[config.mk]
export PLATFORM = sky130hd
export DESIGN_NAME = sfre_serial_flash_read_engine
export DESIGN_NICKNAME = d
export VERILOG_FILES = /design/src/sfre_pkg.sv /design/src/sfre_serial_flash_read_engine.sv
export VERILOG_INCLUDE_DIRS = /design/src /design/src/src
export SDC_FILE = /design/constraint.sdc
export NUM_CORES = 1
export LEC_CHECK = 0
export ABC_AREA = 1
export BUFFER_PORTS_ARGS = -buffer_cell sky130_fd_sc_hd__buf_2
export CORE_ASPECT_RATIO = 0.7
export CORE_UTILIZATION = 58
export CTS_BUF_LIST = sky130_fd_sc_hd__clkbuf_2 sky130_fd_sc_hd__clkbuf_4 sky130_fd_sc_hd__clkbuf_8
export DETAILED_ROUTE_END_ITERATION = 7
export GPL_TIMING_DRIVEN = 0
export PLACE_DENSITY = 0.79
export SLEW_MARGIN = 10
export SYNTH_ARGS = -nofsm -noshare
export SYNTH_HDL_FRONTEND = slang
export SYNTH_SLANG_ARGS = --single-unit
[constraint.sdc]
create_clock -name sys_clk -period 2.9 [get_ports sys_clk]
set_clock_uncertainty 0.1 [all_clocks]
set_input_delay 0.725 -clock sys_clk [delete_from_list [all_inputs] [get_ports sys_clk]]
set_output_delay 0.725 -clock sys_clk [all_outputs]
set_load 0.02 [all_outputs]
[src/sfre_cfg.svh]
`ifndef SFRE_CFG_SVH
`define SFRE_CFG_SVH
// read opcodes
`define SFRE_OP_READ 8'h03
`define SFRE_OP_FAST 8'h0B
`define SFRE_OP_DOUT 8'h3B
`define SFRE_OP_DIO 8'hBB
`define SFRE_OP_QOUT 8'h6B
`define SFRE_OP_QIO 8'hEB
`define SFRE_OP_QDDR 8'hED
// frame field lengths in bits
`define SFRE_OPC_BITS 4'd8
`define SFRE_ADDR_BITS 6'd32
// dummy clocks
`define SFRE_DUMMY_NONE 4'd0
`define SFRE_DUMMY_DEF 4'd10
`define SFRE_DC_SDR_00 4'd10
`define SFRE_DC_SDR_01 4'd6
`define SFRE_DC_SDR_10 4'd8
`define SFRE_DC_SDR_11 4'd10
`define SFRE_DC_DDR_00 4'd6
`define SFRE_DC_DDR_01 4'd4
`define SFRE_DC_DDR_10 4'd5
`define SFRE_DC_DDR_11 4'd7
// enhance indicator and preamble
`define SFRE_IND_CLKS 4'd2
`define SFRE_PREAMBLE 8'h34
`endif

[src/sfre_pkg.sv]
`default_nettype none
package sfre_pkg;
  typedef enum logic [2:0] {PH_IDLE, PH_CMD, PH_ADDR, PH_DUMMY, PH_DATA, PH_IGNORE} sfre_phase_t;
  typedef enum logic [2:0] {RD_PLAIN, RD_FAST, RD_DOUT, RD_DIO, RD_QOUT, RD_QIO, RD_QDDR} sfre_rdcmd_t;
  typedef struct packed {
    logic dummy_sel_hi;
    logic dummy_sel_lo;
    logic preamble_enable;
    logic four_line_command_mode;
  } sfre_cfg_t;
  typedef struct packed {
    logic [3:0] out;
    logic [3:0] oe;
  } sfre_pins_t;
endpackage
`default_nettype wire

[src/sfre_serial_flash_read_engine.sv]
`include "sfre_cfg.svh"
`default_nettype none

// ************************************************************
// fifo between array fetch and serial shifter
// ************************************************************
module sfre_fifo #(
  parameter int WIDTH = 8,
  parameter int DEPTH = 8
) (
  input wire logic sys_clk,
  input wire logic reset_n,
  input wire logic flush,
  input wire logic in_valid,
  output logic in_ready,
  input wire logic [WIDTH-1:0] in_data,
  output logic out_valid,
  input wire logic out_ready,
  output logic [WIDTH-1:0] out_data
);
  import sfre_pkg::*;
  localparam int PW = $clog2(DEPTH);
  typedef struct packed {
    logic [DEPTH-1:0][WIDTH-1:0] mem;
    logic [PW:0] wp;
    logic [PW:0] rp;
  } sfre_fifo_st_t;
  sfre_fifo_st_t s_r, s_nxt;

  assign in_ready = (s_r.wp[PW-1:0] != s_r.rp[PW-1:0]) || (s_r.wp[PW] == s_r.rp[PW]);
  assign out_valid = s_r.wp != s_r.rp;
  assign out_data = s_r.mem[s_r.rp[PW-1:0]];

  always_comb begin
    s_nxt = s_r;
    if (flush) begin
      s_nxt.wp = s_r.rp;
    end else begin
      if (in_valid && in_ready) begin
        s_nxt.mem[s_r.wp[PW-1:0]] = in_data;
        s_nxt.wp = s_r.wp + 1'b1;
      end
      if (out_valid && out_ready) begin
        s_nxt.rp = s_r.rp + 1'b1;
      end
    end
  end

  always_ff @(posedge sys_clk) begin
    if (!reset_n) begin
      s_r <= '0;
    end else begin
      s_r <= s_nxt;
    end
  end
endmodule // sfre_fifo

// ************************************************************
// read engine
// ************************************************************
module sfre_serial_flash_read_engine #(
  parameter int ARRAY_AW = 26,
  parameter int FIFO_DEPTH = 8
) (
  input wire logic sys_clk,
  input wire logic reset_n,
  input wire logic link_sclk,
  input wire logic link_cs_n,
  input wire logic [3:0] io_line_in,
  output sfre_pkg::sfre_pins_t io_line_pins,
  input wire sfre_pkg::sfre_cfg_t cfg,
  input wire logic write_busy,
  output logic arr_rd_en,
  output logic [ARRAY_AW-1:0] arr_addr,
  input wire logic [7:0] arr_data,
  output logic enhance_mode,
  output logic frame_active
);
  import sfre_pkg::*;

  typedef struct packed {
    logic sclk_s1;
    logic sclk_s2;
    logic sclk_s3;
    logic cs_s1;
    logic cs_s2;
    logic [3:0] io_s1;
    logic [3:0] io_s2;
    sfre_phase_t phase;
    sfre_rdcmd_t cmd;
    logic [7:0] opc;
    logic [5:0] cnt;
    logic [31:0] addr;
    logic [3:0] dcnt;
    logic [3:0] dnum;
    logic [7:0] ind;
    logic enh;
    sfre_rdcmd_t enh_cmd;
    logic [7:0] sh;
    logic [3:0] bleft;
    sfre_pins_t pins;
    logic [ARRAY_AW-1:0] faddr;
    logic fetch_on;
    logic pend;
  } sfre_st_t;
  sfre_st_t s_r, s_nxt;

  logic rise, fall, drive_ev, pop;
  logic fifo_in_ready, fifo_out_valid;
  logic [7:0] fifo_out;
  logic [7:0] byte_now;
  logic [3:0] w;
  logic [5:0] cnt_new;
  logic [7:0] pre_w;

  assign rise = s_r.sclk_s2 && !s_r.sclk_s3;
  assign fall = !s_r.sclk_s2 && s_r.sclk_s3;
  // ddr data changes on both edges, sdr on the fall only
  assign drive_ev = fall || (rise && s_r.cmd == RD_QDDR);
  assign pop = (s_r.phase == PH_DATA) && drive_ev && (s_r.bleft == 4'd0) && !s_r.cs_s2;
  assign arr_rd_en = s_r.fetch_on && !s_r.pend && fifo_in_ready;
  assign arr_addr = s_r.faddr;
  assign io_line_pins = s_r.pins;
  assign enhance_mode = s_r.enh;
  assign frame_active = s_r.phase != PH_IDLE;

  // ************************************************************
  // helpers
  // ************************************************************
  function automatic logic [3:0] addr_width(input sfre_rdcmd_t c);
    unique case (c)
      RD_PLAIN, RD_FAST, RD_DOUT, RD_QOUT: addr_width = 4'd1;
      RD_DIO: addr_width = 4'd2;
      RD_QIO, RD_QDDR: addr_width = 4'd4;
    endcase
  endfunction

  function automatic logic [3:0] data_width(input sfre_rdcmd_t c);
    unique case (c)
      RD_PLAIN, RD_FAST: data_width = 4'd1;
      RD_DOUT, RD_DIO: data_width = 4'd2;
      RD_QOUT, RD_QIO, RD_QDDR: data_width = 4'd4;
    endcase
  endfunction

  function automatic logic [3:0] dummy_clks(input sfre_rdcmd_t c, input logic hi, input logic lo);
    unique case (c)
      RD_PLAIN: dummy_clks = `SFRE_DUMMY_NONE;
      RD_FAST, RD_DOUT, RD_DIO: dummy_clks = `SFRE_DUMMY_DEF;
      RD_QOUT, RD_QIO: begin
        unique case ({hi, lo})
          2'b00: dummy_clks = `SFRE_DC_SDR_00;
          2'b01: dummy_clks = `SFRE_DC_SDR_01;
          2'b10: dummy_clks = `SFRE_DC_SDR_10;
          2'b11: dummy_clks = `SFRE_DC_SDR_11;
        endcase
      end
      RD_QDDR: begin
        unique case ({hi, lo})
          2'b00: dummy_clks = `SFRE_DC_DDR_00;
          2'b01: dummy_clks = `SFRE_DC_DDR_01;
          2'b10: dummy_clks = `SFRE_DC_DDR_10;
          2'b11: dummy_clks = `SFRE_DC_DDR_11;
        endcase
      end
    endcase
  endfunction

  // msb first, top group on the highest data line; one-bit data rides line 1
  function automatic sfre_pins_t place(input logic [7:0] b, input logic [3:0] wd);
    place = '0;
    if (wd == 4'd1) begin
      place.out = {2'b00, b[7], 1'b0};
      place.oe = 4'b0010;
    end else if (wd == 4'd2) begin
      place.out = {2'b00, b[7:6]};
      place.oe = 4'b0011;
    end else begin
      place.out = b[7:4];
      place.oe = 4'b1111;
    end
  endfunction

  // complementary nibbles enter or keep enhance mode
  function automatic logic ind_toggles(input logic [7:0] p);
    ind_toggles = p[7:4] == ~p[3:0];
  endfunction

  // ************************************************************
  // next state
  // ************************************************************
  always_comb begin
    s_nxt = s_r;
    byte_now = (s_r.bleft == 4'd0) ? fifo_out : s_r.sh;
    w = 4'd1;
    cnt_new = s_r.cnt;
    // preamble bit for this dummy slot sits in bit 0
    pre_w = `SFRE_PREAMBLE >> (4'd7 - (s_r.dcnt - `SFRE_IND_CLKS));
    s_nxt.sclk_s1 = link_sclk;
    s_nxt.sclk_s2 = s_r.sclk_s1;
    s_nxt.sclk_s3 = s_r.sclk_s2;
    s_nxt.cs_s1 = link_cs_n;
    s_nxt.cs_s2 = s_r.cs_s1;
    s_nxt.io_s1 = io_line_in;
    s_nxt.io_s2 = s_r.io_s1;
    // array fetch runs ahead of the shifter
    if (arr_rd_en) begin
      s_nxt.pend = 1'b1;
      s_nxt.faddr = s_r.faddr + 1'b1;
    end else begin
      s_nxt.pend = 1'b0;
    end
    if (s_r.cs_s2) begin
      s_nxt.phase = PH_IDLE;
      s_nxt.pins = '0;
      s_nxt.fetch_on = 1'b0;
      s_nxt.pend = 1'b0;
    end else begin
      unique case (s_r.phase)
        PH_IDLE: begin
          s_nxt.cnt = '0;
          s_nxt.opc = '0;
          s_nxt.bleft = '0;
          if (s_r.enh) begin
            s_nxt.phase = PH_ADDR;
            s_nxt.cmd = s_r.enh_cmd;
          end else begin
            s_nxt.phase = PH_CMD;
          end
        end
        PH_CMD: begin
          if (rise) begin
            if (cfg.four_line_command_mode) begin
              s_nxt.opc = {s_r.opc[3:0], s_r.io_s2};
              cnt_new = s_r.cnt + 6'd4;
            end else begin
              s_nxt.opc = {s_r.opc[6:0], s_r.io_s2[0]};
              cnt_new = s_r.cnt + 6'd1;
            end
            s_nxt.cnt = cnt_new;
            if (cnt_new[3:0] == `SFRE_OPC_BITS) begin
              s_nxt.cnt = '0;
              s_nxt.phase = PH_ADDR;
              case (s_nxt.opc)
                `SFRE_OP_READ: s_nxt.cmd = RD_PLAIN;
                `SFRE_OP_FAST: s_nxt.cmd = RD_FAST;
                `SFRE_OP_DOUT: s_nxt.cmd = RD_DOUT;
                `SFRE_OP_DIO: s_nxt.cmd = RD_DIO;
                `SFRE_OP_QOUT: s_nxt.cmd = RD_QOUT;
                `SFRE_OP_QIO: s_nxt.cmd = RD_QIO;
                `SFRE_OP_QDDR: s_nxt.cmd = RD_QDDR;
                default: s_nxt.phase = PH_IGNORE;
              endcase
              // four-line mode only carries the quad io and ddr reads
              if (cfg.four_line_command_mode && s_nxt.cmd != RD_QIO && s_nxt.cmd != RD_QDDR) begin
                s_nxt.phase = PH_IGNORE;
              end
              if (write_busy && s_nxt.cmd != RD_PLAIN) begin
                s_nxt.phase = PH_IGNORE;
              end
            end
          end
        end
        PH_ADDR: begin
          // ddr address opens on a rise; the fall that ends the opcode clock is not an address edge
          if (rise || (fall && s_r.cmd == RD_QDDR && s_r.cnt != 6'd0)) begin
            w = addr_width(s_r.cmd);
            unique case (w)
              4'd1: s_nxt.addr = {s_r.addr[30:0], s_r.io_s2[0]};
              4'd2: s_nxt.addr = {s_r.addr[29:0], s_r.io_s2[1:0]};
              4'd4: s_nxt.addr = {s_r.addr[27:0], s_r.io_s2};
            endcase
            cnt_new = s_r.cnt + {2'b00, w};
            s_nxt.cnt = cnt_new;
            if (cnt_new == `SFRE_ADDR_BITS) begin
              s_nxt.faddr = s_nxt.addr[ARRAY_AW-1:0];
              s_nxt.fetch_on = 1'b1;
              s_nxt.dcnt = '0;
              s_nxt.dnum = dummy_clks(s_r.cmd, cfg.dummy_sel_hi, cfg.dummy_sel_lo);
              s_nxt.phase = (s_nxt.dnum == `SFRE_DUMMY_NONE) ? PH_DATA : PH_DUMMY;
            end
          end
        end
        PH_DUMMY: begin
          if (rise) begin
            s_nxt.dcnt = s_r.dcnt + 4'd1;
            s_nxt.pins = '0;
            if (s_r.cmd == RD_QIO && s_r.dcnt < `SFRE_IND_CLKS) begin
              s_nxt.ind = {s_r.ind[3:0], s_r.io_s2};
              if (s_r.dcnt == `SFRE_IND_CLKS - 4'd1) begin
                s_nxt.enh = ind_toggles(s_nxt.ind);
                s_nxt.enh_cmd = RD_QIO;
              end
            end
            if (s_r.cmd == RD_QDDR && s_r.dcnt == 4'd0) begin
              s_nxt.ind[7:4] = s_r.io_s2;
            end
            if (s_nxt.dcnt == s_r.dnum) begin
              s_nxt.phase = PH_DATA;
            end
          end else if (fall) begin
            if (s_r.cmd == RD_QDDR && s_r.dcnt == 4'd1) begin
              s_nxt.ind[3:0] = s_r.io_s2;
              s_nxt.enh = ind_toggles({s_r.ind[7:4], s_r.io_s2});
              s_nxt.enh_cmd = RD_QDDR;
            end
            // preamble slots start after the indicator clocks
            if (cfg.preamble_enable && s_r.dcnt >= `SFRE_IND_CLKS) begin
              s_nxt.pins = place({8{pre_w[0]}}, data_width(s_r.cmd));
            end else begin
              s_nxt.pins = '0;
            end
          end
        end
        PH_DATA: begin
          if (drive_ev) begin
            w = data_width(s_r.cmd);
            s_nxt.pins = place(byte_now, w);
            s_nxt.sh = byte_now << w;
            s_nxt.bleft = ((s_r.bleft == 4'd0) ? 4'd8 : s_r.bleft) - w;
          end
        end
        PH_IGNORE: begin
          s_nxt.pins = '0;
        end
      endcase
    end
  end

  always_ff @(posedge sys_clk) begin
    if (!reset_n) begin
      s_r <= '0;
      s_r.sclk_s1 <= 1'b0;
      s_r.cs_s1 <= 1'b1;
      s_r.cs_s2 <= 1'b1;
    end else begin
      s_r <= s_nxt;
    end
  end

  // ************************************************************
  // prefetch buffer
  // ************************************************************
  sfre_fifo #(
    .WIDTH(8),
    .DEPTH(FIFO_DEPTH)
  ) u_fifo (
    .sys_clk(sys_clk),
    .reset_n(reset_n),
    .flush(s_r.cs_s2),
    .in_valid(s_r.pend),
    .in_ready(fifo_in_ready),
    .in_data(arr_data),
    .out_valid(fifo_out_valid),
    .out_ready(pop),
    .out_data(fifo_out)
  );
endmodule // sfre_serial_flash_read_engine
`default_nettype wire

==> results by group, run 1 <==
Worst hold path
  • WHS Path Cells: 3
  • Worst min-delay path class: primary input to flip-flop

Synth
  • Count of different cell masters after synthesis: 52
  • Predominant post-synthesis flop cell: dfxtp_1
  • Synth Cell Area: about 0.011 mm2
  • Post-synth top area share: 0.3629
  • Post-Syn Area per Cell: around 7.0 um2
  • Top-count cell post-synth: nand2_1
  • Ys Warns: 0
  • Post-synth top cells: nand2_1, a21oi_1, dfxtp_1
  • Ranking of synthesized cells by area: dfxtp_1, a21oi_1, nand2_1
  • EDFF count, synth: 0
  • Syn Nets: roughly 1600
  • Async set or reset register ratio after synthesis: 0
  • Cell taking the most area after synthesis: dfxtp_1
  • Sequential fraction of the synthesis area: 0.3629
  • Mapped Cells: roughly 1500
  • Synth Register Bits: a little under 200

Placed design
  • DP HPWL: approximately 23000 um
  • Final weighted congestion in routability-driven placement: between 0.9 and 1
  • Port Buffers: 56
  • Dpl ws: -0.8986 ns

Routing
  • DRC Markers: 0
  • WL per Instance: between 15 and 20 um
  • Antenna-violating nets left: 0
  • Final wirelength: 32720 um
  • Initial DRC count: 1493
  • Met2 WL: between 10000 and 15000 um
  • Metal1 wirelength: ~15000 um
  • Metal3 WL: 4348 um
  • Top Metal Used: met4
  • Vias per inst: 5.896
  • DRT Pass-1 Iters: 8
  • Via Count: roughly 11000

Power and ir drop
  • Pwr/cell area: about 380 mW/mm2
  • VDD IR max: 0.2747 mV
  • Leakage: roughly 5 nW

CTS
  • Hold-fix buffers, CTS: 0
  • Clk_lat worst skew: between 0.4 and 0.5 ns
  • TritonCTS buffer count: 17
  • Root buffer cell: clkbuf_8
  • Clk sink count: a little under 200
  • Htree depth: 4
  • Clock slew seen by the registers of the worst setup and hold paths: 0.11 ns
  • Clock Tree Buf Depth: 2
  • CTS tree: done

GRT
  • Largest net degree at the start of global routing: 18
  • Grt ovf: 0
  • All-layer global routing usage: 0.3355
  • Number of global-route vias before repair: approximately 9400
  • Initial antenna violation count: 0
  • First-pass GRT wire length: ~50000 um

Critical path
  • CP arrival: 3.55 ns
  • Data required, critical path: about 3.2 ns
  • Crit Path Max Fanout: 6
  • Crit-path slowest cell: fa_2
  • R2R cell count: 20
  • Critical path startpoint category: flip-flop
  • Worst path max stage delay: 0.52 ns
  • Cell Chain, Critical Path: inv_4 -> nand2_2 -> nor2_4 -> inv_2 -> nand2_4 -> inv_4 -> ha_4 -> nor2_4 -> inv_2 -> fa_2 -> inv_2 -> nor3_4 -> nand2_2 -> nor2_2 -> nand4_1 -> nor2_4 -> inv_4 -> clkbuf_16 -> o21ai_4 -> a21oi_1
  • Setup crit end kind: flip-flop
  • CP Class: flip-flop to flip-flop

Run
  • MaxCap Viol Count: 0

Run status
  • Failing checks: setup timing
  • Status: finished with violations

Timing
  • Setup ws final: -0.3703 ns
  • Final setup vio count: 37
  • Fin crit period: ~3.3 ns
  • RSZ-0062 raised after global routing: true
  • Fmax achieved: between 0.3 and 0.4 GHz
  • Slew @ Worst Pin: about 1.3 ns
  • Final Hold Viols: 0
  • TNS Setup: -10.47 ns
  • Slew HR: 0.1141
  • Hold_ws: between 0.3 and 0.4 ns
  • Slew Viols, Final: 0
  • Post-route clock period utilization: 1.128

Cells and area
  • Fillers: ~1500
  • Nets@finish: approximately 1700
  • Number of diodes: 0
  • Synth-to-Final Area Change: 15.49%
  • Layout cells sized above 1: 0.1926

Floorplan
  • Rows: 41
  • Core box area: roughly 0.018 mm2
  • Starting density of the core: 0.5971
  • Io pins: just under 60
  • Die Y: 116.2 um
  • Die ar.: 0.01920 mm2
  • Die span in x: ~170 um
## cell usage in the layout (no fill, tap or decap), types with 17 or more instances in the layout
cell type,synthesis,routed
buf_4,39,52
dfxtp_1,196,193
o21ai_0,163,142
clkbuf_8,0,20
nand2_1,276,270
buf_2,15,68
o21ai_2,0,17
inv_1,166,160
nor2_1,77,64
clkbuf_1,45,41
ha_1,27,25
a21oi_1,215,202
xor2_1,32,32
nand3_1,84,83
inv_2,21,22
nor2_4,8,17
o22ai_1,27,27
## final cells by class
cell class | instances | area [um2] | area share
sequential | 196 | 3935 | 0.3151
inverter | 192 | 740.7 | 0.05931
buffer | 106 | 643.1 | 0.05150
timing repair buffer | 79 | 520.5 | 0.04168
clock buffer | 19 | 261.5 | 0.02094
clock inverter | 12 | 96.34 | 0.007715
tap | 236 | 295.3 | 0.02364
multi-input combinational | 1042 | 5996 | 0.4801
## through the flow
step / cell area (um2) / instances / power (mW) / util
2_1_floorplan: 10830 / 1536 / 2.938 / -
4_1_cts: 12250 / 1876 / 4.683 / 0.6762
3_3_place_gp: 11410 / 1828 / 3.037 / 0.6299
3_5_place_dp: 11410 / 1828 / 3.040 / 0.6299
5_1_grt: 12490 / 1882 / 4.848 / 0.6896
6_report: 12490 / 1882 / 4.704 / 0.6896
## metal layers
metal	vias to the layer above	track usage
li1	5268	-
met1	5087	0.5054
met2	685	0.4619
met3	56	0.09162
met4	0	0.08991
met5	-	0
## worst paths after layout
kind	endpoint	startpoint	slack, ns
max	arr_addr[20]	s_r[114]	-0.37
min	s_nxt[131]	link_sclk	0.32
max reg2reg	arr_addr[20]	s_r[114]	-0.37
min reg2reg	s_r[122]	s_nxt[122]	0.32
## critical path, delay by kind of cell, from the launching register on
kind,cells,cell delay (ns)
adder cells (fa/ha/maj),2,0.69
flip-flops,1,0.37
AND/OR/NAND/NOR,9,1.23
AO/OA/AOI/OAI,2,0.21
buffers and inverters,7,0.57
## state kept, by name (all words and copies together) (netlist names)
name / count
arr_addr: 26
enhance_mode: 1
io_line_pins: 7
s_r: 83
s_nxt: 7
u_fifo.s_r: 72
## what timing repair did
item | 4_1_cts | 5_1_grt
endpoints found under the hold margin | 0 | 0
setup endpoints to repair | 38 | 57
pin swaps | 29 | 24
gates cloned | 4 | 0
gates resized for setup | 106 | 47
setup buffers | 13 | 6
## report_power, final
group | leakage (nW) | internal, mW | switching, mW | total, mW
logic | 3.18 | 0.0851 | 0.212 | 0.297
registers | 1.58 | 2.70 | 0.0154 | 2.72
clock network | 0.178 | 0.652 | 1.04 | 1.69
total | 4.94 | 3.44 | 1.26 | 4.70
## kinds of logic (layout without fill, tap and decap cells)
family | Yosys count | in the layout | synth area share
compound gates | 461 | 461 | 0.2299
fa+ha+maj | 29 | 29 | 0.03495
flops | 196 | 196 | 0.3629
simple gates | 509 | 509 | 0.2158
xor+xnor | 43 | 43 | 0.03483
buf+inv | 298 | 408 | 0.1216
Power figures use the tool's default switching activity.
==> inputs of run 2 (changes only) <==
==> constraint.sdc (replaced) <==
create_clock -name sys_clk -period 2.9 [get_ports sys_clk]
set_clock_uncertainty 0.1 [all_clocks]
set_input_delay 0.58 -clock sys_clk [delete_from_list [all_inputs] [get_ports sys_clk]]
set_output_delay 0.58 -clock sys_clk [all_outputs]
set_load 0.02 [all_outputs]
==> results by group, run 2 (synthesis results as in run 1) <==
Run status
  • Status: finished with violations
  • Failing checks: setup timing

Timing
  • RSZ-0062 raised after global routing: true
  • Final setup vio count: 37
  • Setup ws final: -0.3496 ns
  • Slew HR: 0.07888
  • Hold_ws: between 0.15 and 0.2 ns
  • Slew Viols, Final: 0
  • Fmax achieved: about 0.31 GHz
  • TNS Setup: -10.14 ns
  • Post-route clock period utilization: 1.121
  • Final Hold Viols: 0
  • Slew @ Worst Pin: ~1.3 ns
  • Fin crit period: between 3 and 4 ns

Cells and area
  • Most frequent cells in the layout: nand2_1, a21oi_1, dfxtp_1, inv_1, o21ai_0
  • Util after Layout: 0.6891
  • Synth-to-Final Area Change: 15.41%
  • Number of diodes: 0
  • Finished Cell Area: 0.01248 mm2
  • Non-Filler Instances: 1882
  • Largest register FFs: 83
  • Fillers: 1505
  • Layout cells sized above 1: 0.1926
  • Nets@finish: ~1700
  • Most common cell after layout, fill and taps aside: nand2_1
  • Largest Register: s_r

Floorplan
  • Io pins: 58
  • Die Y: 116.2 um
  • Rows: 41
  • Die ar.: roughly 0.019 mm2
  • Core box area: about 0.018 mm2
  • Die span in x: 165.2 um
  • Starting density of the core: 0.5971

Placed design
  • Dpl ws: -0.8986 ns
  • Final weighted congestion in routability-driven placement: roughly 0.94
  • DP HPWL: around 23000 um
  • Placed cells: between 1500 and 2000
  • Post-DP Area: approximately 0.011 mm2
  • Port Buffers: 56

GRT
  • Initial antenna violation count: 0
  • First-pass GRT wire length: roughly 50000 um
  • All-layer global routing usage: 0.3355
  • Number of global-route vias before repair: approximately 9400
  • Grt ovf: 0
  • Largest net degree at the start of global routing: 18

Power and ir drop
  • Leakage: 4.936 nW
  • Pwr Total: about 4.7 mW
  • Switching part of the total: 0.2697
  • Pwr/cell area: 377.5 mW/mm2
  • Pint: approximately 3.4 mW
  • Net Switching: approximately 1.3 mW
  • VDD IR max: roughly 0.28 mV
  • Logic pwr share: 0.063
  • Sequential share of power: 0.577
  • Clk pwr share: 0.360

Critical path
  • CP Class: flip-flop to flip-flop
  • RR Startpoint: s_r[114]
  • Origin of the worst setup path: s_r[114]
  • Top Family by Delay on Critical Path: simple AND/OR/NAND/NOR gates
  • Setup crit end kind: flip-flop
  • Worst path max stage delay: roughly 0.52 ns
  • CP arrival: roughly 3.5 ns
  • WP buf/inv: 7
  • R2R cell count: 20
  • Worst R2R Setup Slack: -0.35 ns
  • Crit-path slowest cell: fa_2
  • Data required, critical path: about 3.2 ns
  • Critical path startpoint category: flip-flop
  • Crit Path Max Fanout: 6
  • Reg2Reg Capture Point: arr_addr[20]
  • Cell Chain, Critical Path: inv_4 -> nand2_2 -> nor2_4 -> inv_2 -> nand2_4 -> inv_4 -> ha_4 -> nor2_4 -> inv_2 -> fa_2 -> inv_2 -> nor3_4 -> nand2_2 -> nor2_2 -> nand4_1 -> nor2_4 -> inv_4 -> clkbuf_16 -> o21ai_4 -> a21oi_1

Run
  • MaxCap Viol Count: 0

CTS
  • Clock slew seen by the registers of the worst setup and hold paths: about 0.12 ns
  • CTS tree: done
  • Clk sink count: ~200
  • Clock Tree Buf Depth: 2
  • Root buffer cell: clkbuf_8
  • Hold-fix buffers, CTS: 0
  • Htree depth: 4
  • Clk_lat worst skew: approximately 0.49 ns
  • TritonCTS buffer count: 17

Routing
  • DRT Pass-1 Iters: 6
  • Antenna-violating nets left: 0
  • Initial DRC count: 1500
  • DRC Markers: 0
  • WL per Instance: approximately 17 um
  • Final wirelength: around 33000 um
  • Via Count: 11060
  • Vias per inst: between 5 and 6

Worst hold path
  • Hold path start: link_sclk
  • WHS Path Cells: 3
  • Worst min-delay path class: primary input to flip-flop
  • Hold EP: s_nxt[131]
==> run 2: area by class of cell <==
cell class                 instances  area, um2  share of cell area
inverter                         192      740.7             0.05935
buffer                           106      643.1             0.05153
timing repair buffer              79      520.5             0.04171
sequential                       196       3935              0.3153
multi-input combinational       1042       5987              0.4797
tap                              236      295.3             0.02366
clock inverter                    12      96.34            0.007720
clock buffer                      19      261.5             0.02095
==> run 2: power groups by stage <==
stage                     clock (mW)  sequential [mW]  combinational [mW]
final                           1.70             2.72               0.297
after global routing            1.81             2.72               0.321
after CTS                       1.69             2.72               0.272
after detailed placement           0             2.78               0.258
after global placement             0             2.78               0.254
after floorplan                    0             2.78               0.160
==> run 2: how the worst max path moves through the flow <==
stage,cells after the start,to
floorplan,20,arr_addr[0]
global placement,19,arr_addr[20]
detailed placement,19,arr_addr[20]
CTS,20,arr_addr[22]
global route,19,s_r[61]
finish,20,arr_addr[20]
==> run 2: per-layer routing <==
metal / track usage / wire length, um
met1: 0.5054 / 14660
met3: 0.09162 / 4393
met2: 0.4619 / 12960
met5: 0 / 0
met4: 0.08991 / 600
==> run 2: repair_timing <==
action,CTS,global route
setup endpoints to repair,38,56
pin swaps,29,24
gates cloned,4,0
buffers inserted,13,6
resized for setup,106,46
==> run 2: tightest hold or removal path, delay by kind of cell <==
kind | cells | cell delay, ns
buffers and inverters | 2 | 0.12
and+or+nand+nor | 1 | 0.04
==> inputs of run 3 (changes only) <==
--- a/config.mk
+++ b/config.mk
@@ -14,6 +14,7 @@
 export DETAILED_ROUTE_END_ITERATION = 7
 export GPL_TIMING_DRIVEN = 0
 export PLACE_DENSITY = 0.79
+export RECOVER_POWER = 25
 export SLEW_MARGIN = 10
 export SYNTH_ARGS = -nofsm -noshare
 export SYNTH_HDL_FRONTEND = slang
==> results by group, run 3 (synthesis results as in run 1) <==
Run status
  • Status: finished with violations
  • Failing checks: setup timing

GRT
  • Number of global-route vias before repair: roughly 9400
  • First-pass GRT wire length: 49710 um
  • All-layer global routing usage: 0.3355
  • Initial antenna violation count: 0
  • Largest net degree at the start of global routing: 18
  • Grt ovf: 0

Timing
  • Fmax achieved: 0.3067 GHz
  • Slew Viols, Final: 0
  • Slew @ Worst Pin: roughly 1.3 ns
  • Final Hold Viols: 0
  • Setup ws final: -0.3610 ns
  • Fin crit period: roughly 3.3 ns
  • RSZ-0062 raised after global routing: true
  • Post-route clock period utilization: 1.124
  • Final setup vio count: a little over 40
  • Slew HR: 0.1035

Critical path
  • Setup crit end kind: flip-flop
  • CP arrival: around 3.5 ns
  • Top Family by Delay on Critical Path: simple AND/OR/NAND/NOR gates
  • CP Class: flip-flop to flip-flop
  • Origin of the worst setup path: s_r[114]
  • Data required, critical path: around 3.2 ns
  • Crit-path slowest cell: fa_2
  • WP buf/inv: 7
  • Worst path max stage delay: 0.52 ns
  • Critical path startpoint category: flip-flop
  • Cell Chain, Critical Path: inv_4 -> nor3_4 -> inv_2 -> nand2_4 -> inv_4 -> ha_4 -> nor2_4 -> inv_2 -> fa_2 -> inv_2 -> nor3_4 -> nand2_2 -> nor2_2 -> nand4_1 -> nor2_4 -> inv_4 -> clkbuf_16 -> o21ai_4 -> a21oi_1
  • Crit Path Max Fanout: 6
  • RR Startpoint: s_r[114]

CTS
  • TritonCTS buffer count: 17
  • CTS tree: done
  • Clk_lat worst skew: between 0.4 and 0.5 ns
  • Clk sink count: between 150 and 200
  • Htree depth: 4
  • Hold-fix buffers, CTS: 0
  • Clock Tree Buf Depth: 2
  • Clock slew seen by the registers of the worst setup and hold paths: about 0.11 ns
  • Root buffer cell: clkbuf_8

Routing
  • Via Count: 11100
  • Metal3 WL: ~4200 um
  • DRC Markers: 0
  • Final wirelength: between 30000 and 40000 um
  • Metal1 wirelength: 14930 um
  • Antenna-violating nets left: 0
  • Initial DRC count: between 1000 and 1500
  • WL per Instance: roughly 17 um
  • Vias per inst: slightly below 6
  • DRT Pass-1 Iters: 8
  • Met2 WL: between 10000 and 15000 um
  • Top Metal Used: met4

Floorplan
  • Starting density of the core: 0.5971
  • Die ar.: a little under 0.02 mm2
  • Die span in x: 165.2 um
  • Rows: a little over 40
  • Io pins: 58
  • Core box area: roughly 0.018 mm2
  • Die Y: approximately 120 um

Cells and area
  • Layout cells sized above 1: 0.1713
  • Util after Layout: 0.6862
  • Largest register FFs: 83
  • Most frequent cells in the layout: nand2_1, a21oi_1, dfxtp_1, inv_1, o21ai_0
  • Most common cell after layout, fill and taps aside: nand2_1
  • Number of diodes: 0
  • Largest Register: s_r
  • Nets@finish: around 1700
  • Synth-to-Final Area Change: 14.93%

Run
  • MaxCap Viol Count: 0

Placed design
  • Final weighted congestion in routability-driven placement: around 0.94
  • DP HPWL: between 20000 and 25000 um
  • Port Buffers: 56

Power and ir drop
  • Pwr Total: 4.697 mW
  • Net Switching: around 1.3 mW
  • VDD IR max: around 0.28 mV
  • Pwr/cell area: 378.0 mW/mm2
  • Switching part of the total: 0.2675
  • Clk pwr share: 0.358
  • Logic pwr share: 0.063
  • Sequential share of power: 0.579
  • Leakage: roughly 4.8 nW
  • Pint: between 3 and 4 mW

Worst hold path
  • Worst min-delay path class: primary input to flip-flop
  • Hold path start: link_sclk
==> run 3: final cells by class <==
class                      count  area [um2]
timing repair buffer          79       479.2
clock inverter                12       96.34
sequential                   196        3935
fill                        1529        5682
multi-input combinational   1042        5976
tap                          236       295.3
buffer                       106       643.1
clock buffer                  19       261.5
inverter                     192       740.7
==> run 3: path summary, 6_finish.rpt <==
path | endpoint | slack, ns | cells past startpoint
setup / recovery | arr_addr[20] | -0.36 | 19
hold / removal | s_nxt[131] | 0.18 | 3
setup reg to reg | arr_addr[20] | -0.36 | 19
hold reg to reg | s_r[122] | 0.32 | 2
==> run 3: power by group through the flow <==
stage,Combinational [mW],Clock [mW],Sequential [mW]
finish,0.297,1.68,2.72
global route,0.320,1.81,2.72
CTS,0.272,1.69,2.72
detailed placement,0.258,0,2.78
global placement,0.254,0,2.78
floorplan,0.160,0,2.78
==> run 3: through the flow <==
stage               cell area [um2]  setup TNS [ns]  worst slack [ns]  hold slack (ns)  instances
global route                  12430          -14.69           -0.4337           0.1745       1882
finish                        12430          -10.49           -0.3610           0.1818       1882
detailed placement            11410          -23.72           -0.8986           0.2994       1828
floorplan                     10830               0           0.01796           0.2905       1536
global placement              11410          -22.93           -0.8754           0.2976       1828
CTS                           12250          -8.763           -0.3018           0.1668       1876
==> run 3: routing by layer <==
layer,vias up,GRT usage
li1,5270,-
met1,5135,0.5054
met2,647,0.4619
met3,45,0.09162
met4,0,0.08991
met5,-,0
==> run 3: worst min-delay path: stages <==
cell and delay, ns:
buf_2 0.08, nand2_1 0.04, inv_1 0.04
==> run 3: what timing repair did <==
item | in CTS | in global routing
setup buffers | 13 | 6
pin swaps | 29 | 24
cloned | 4 | 0
resized for setup | 106 | 46
setup endpoints to repair | 38 | 56
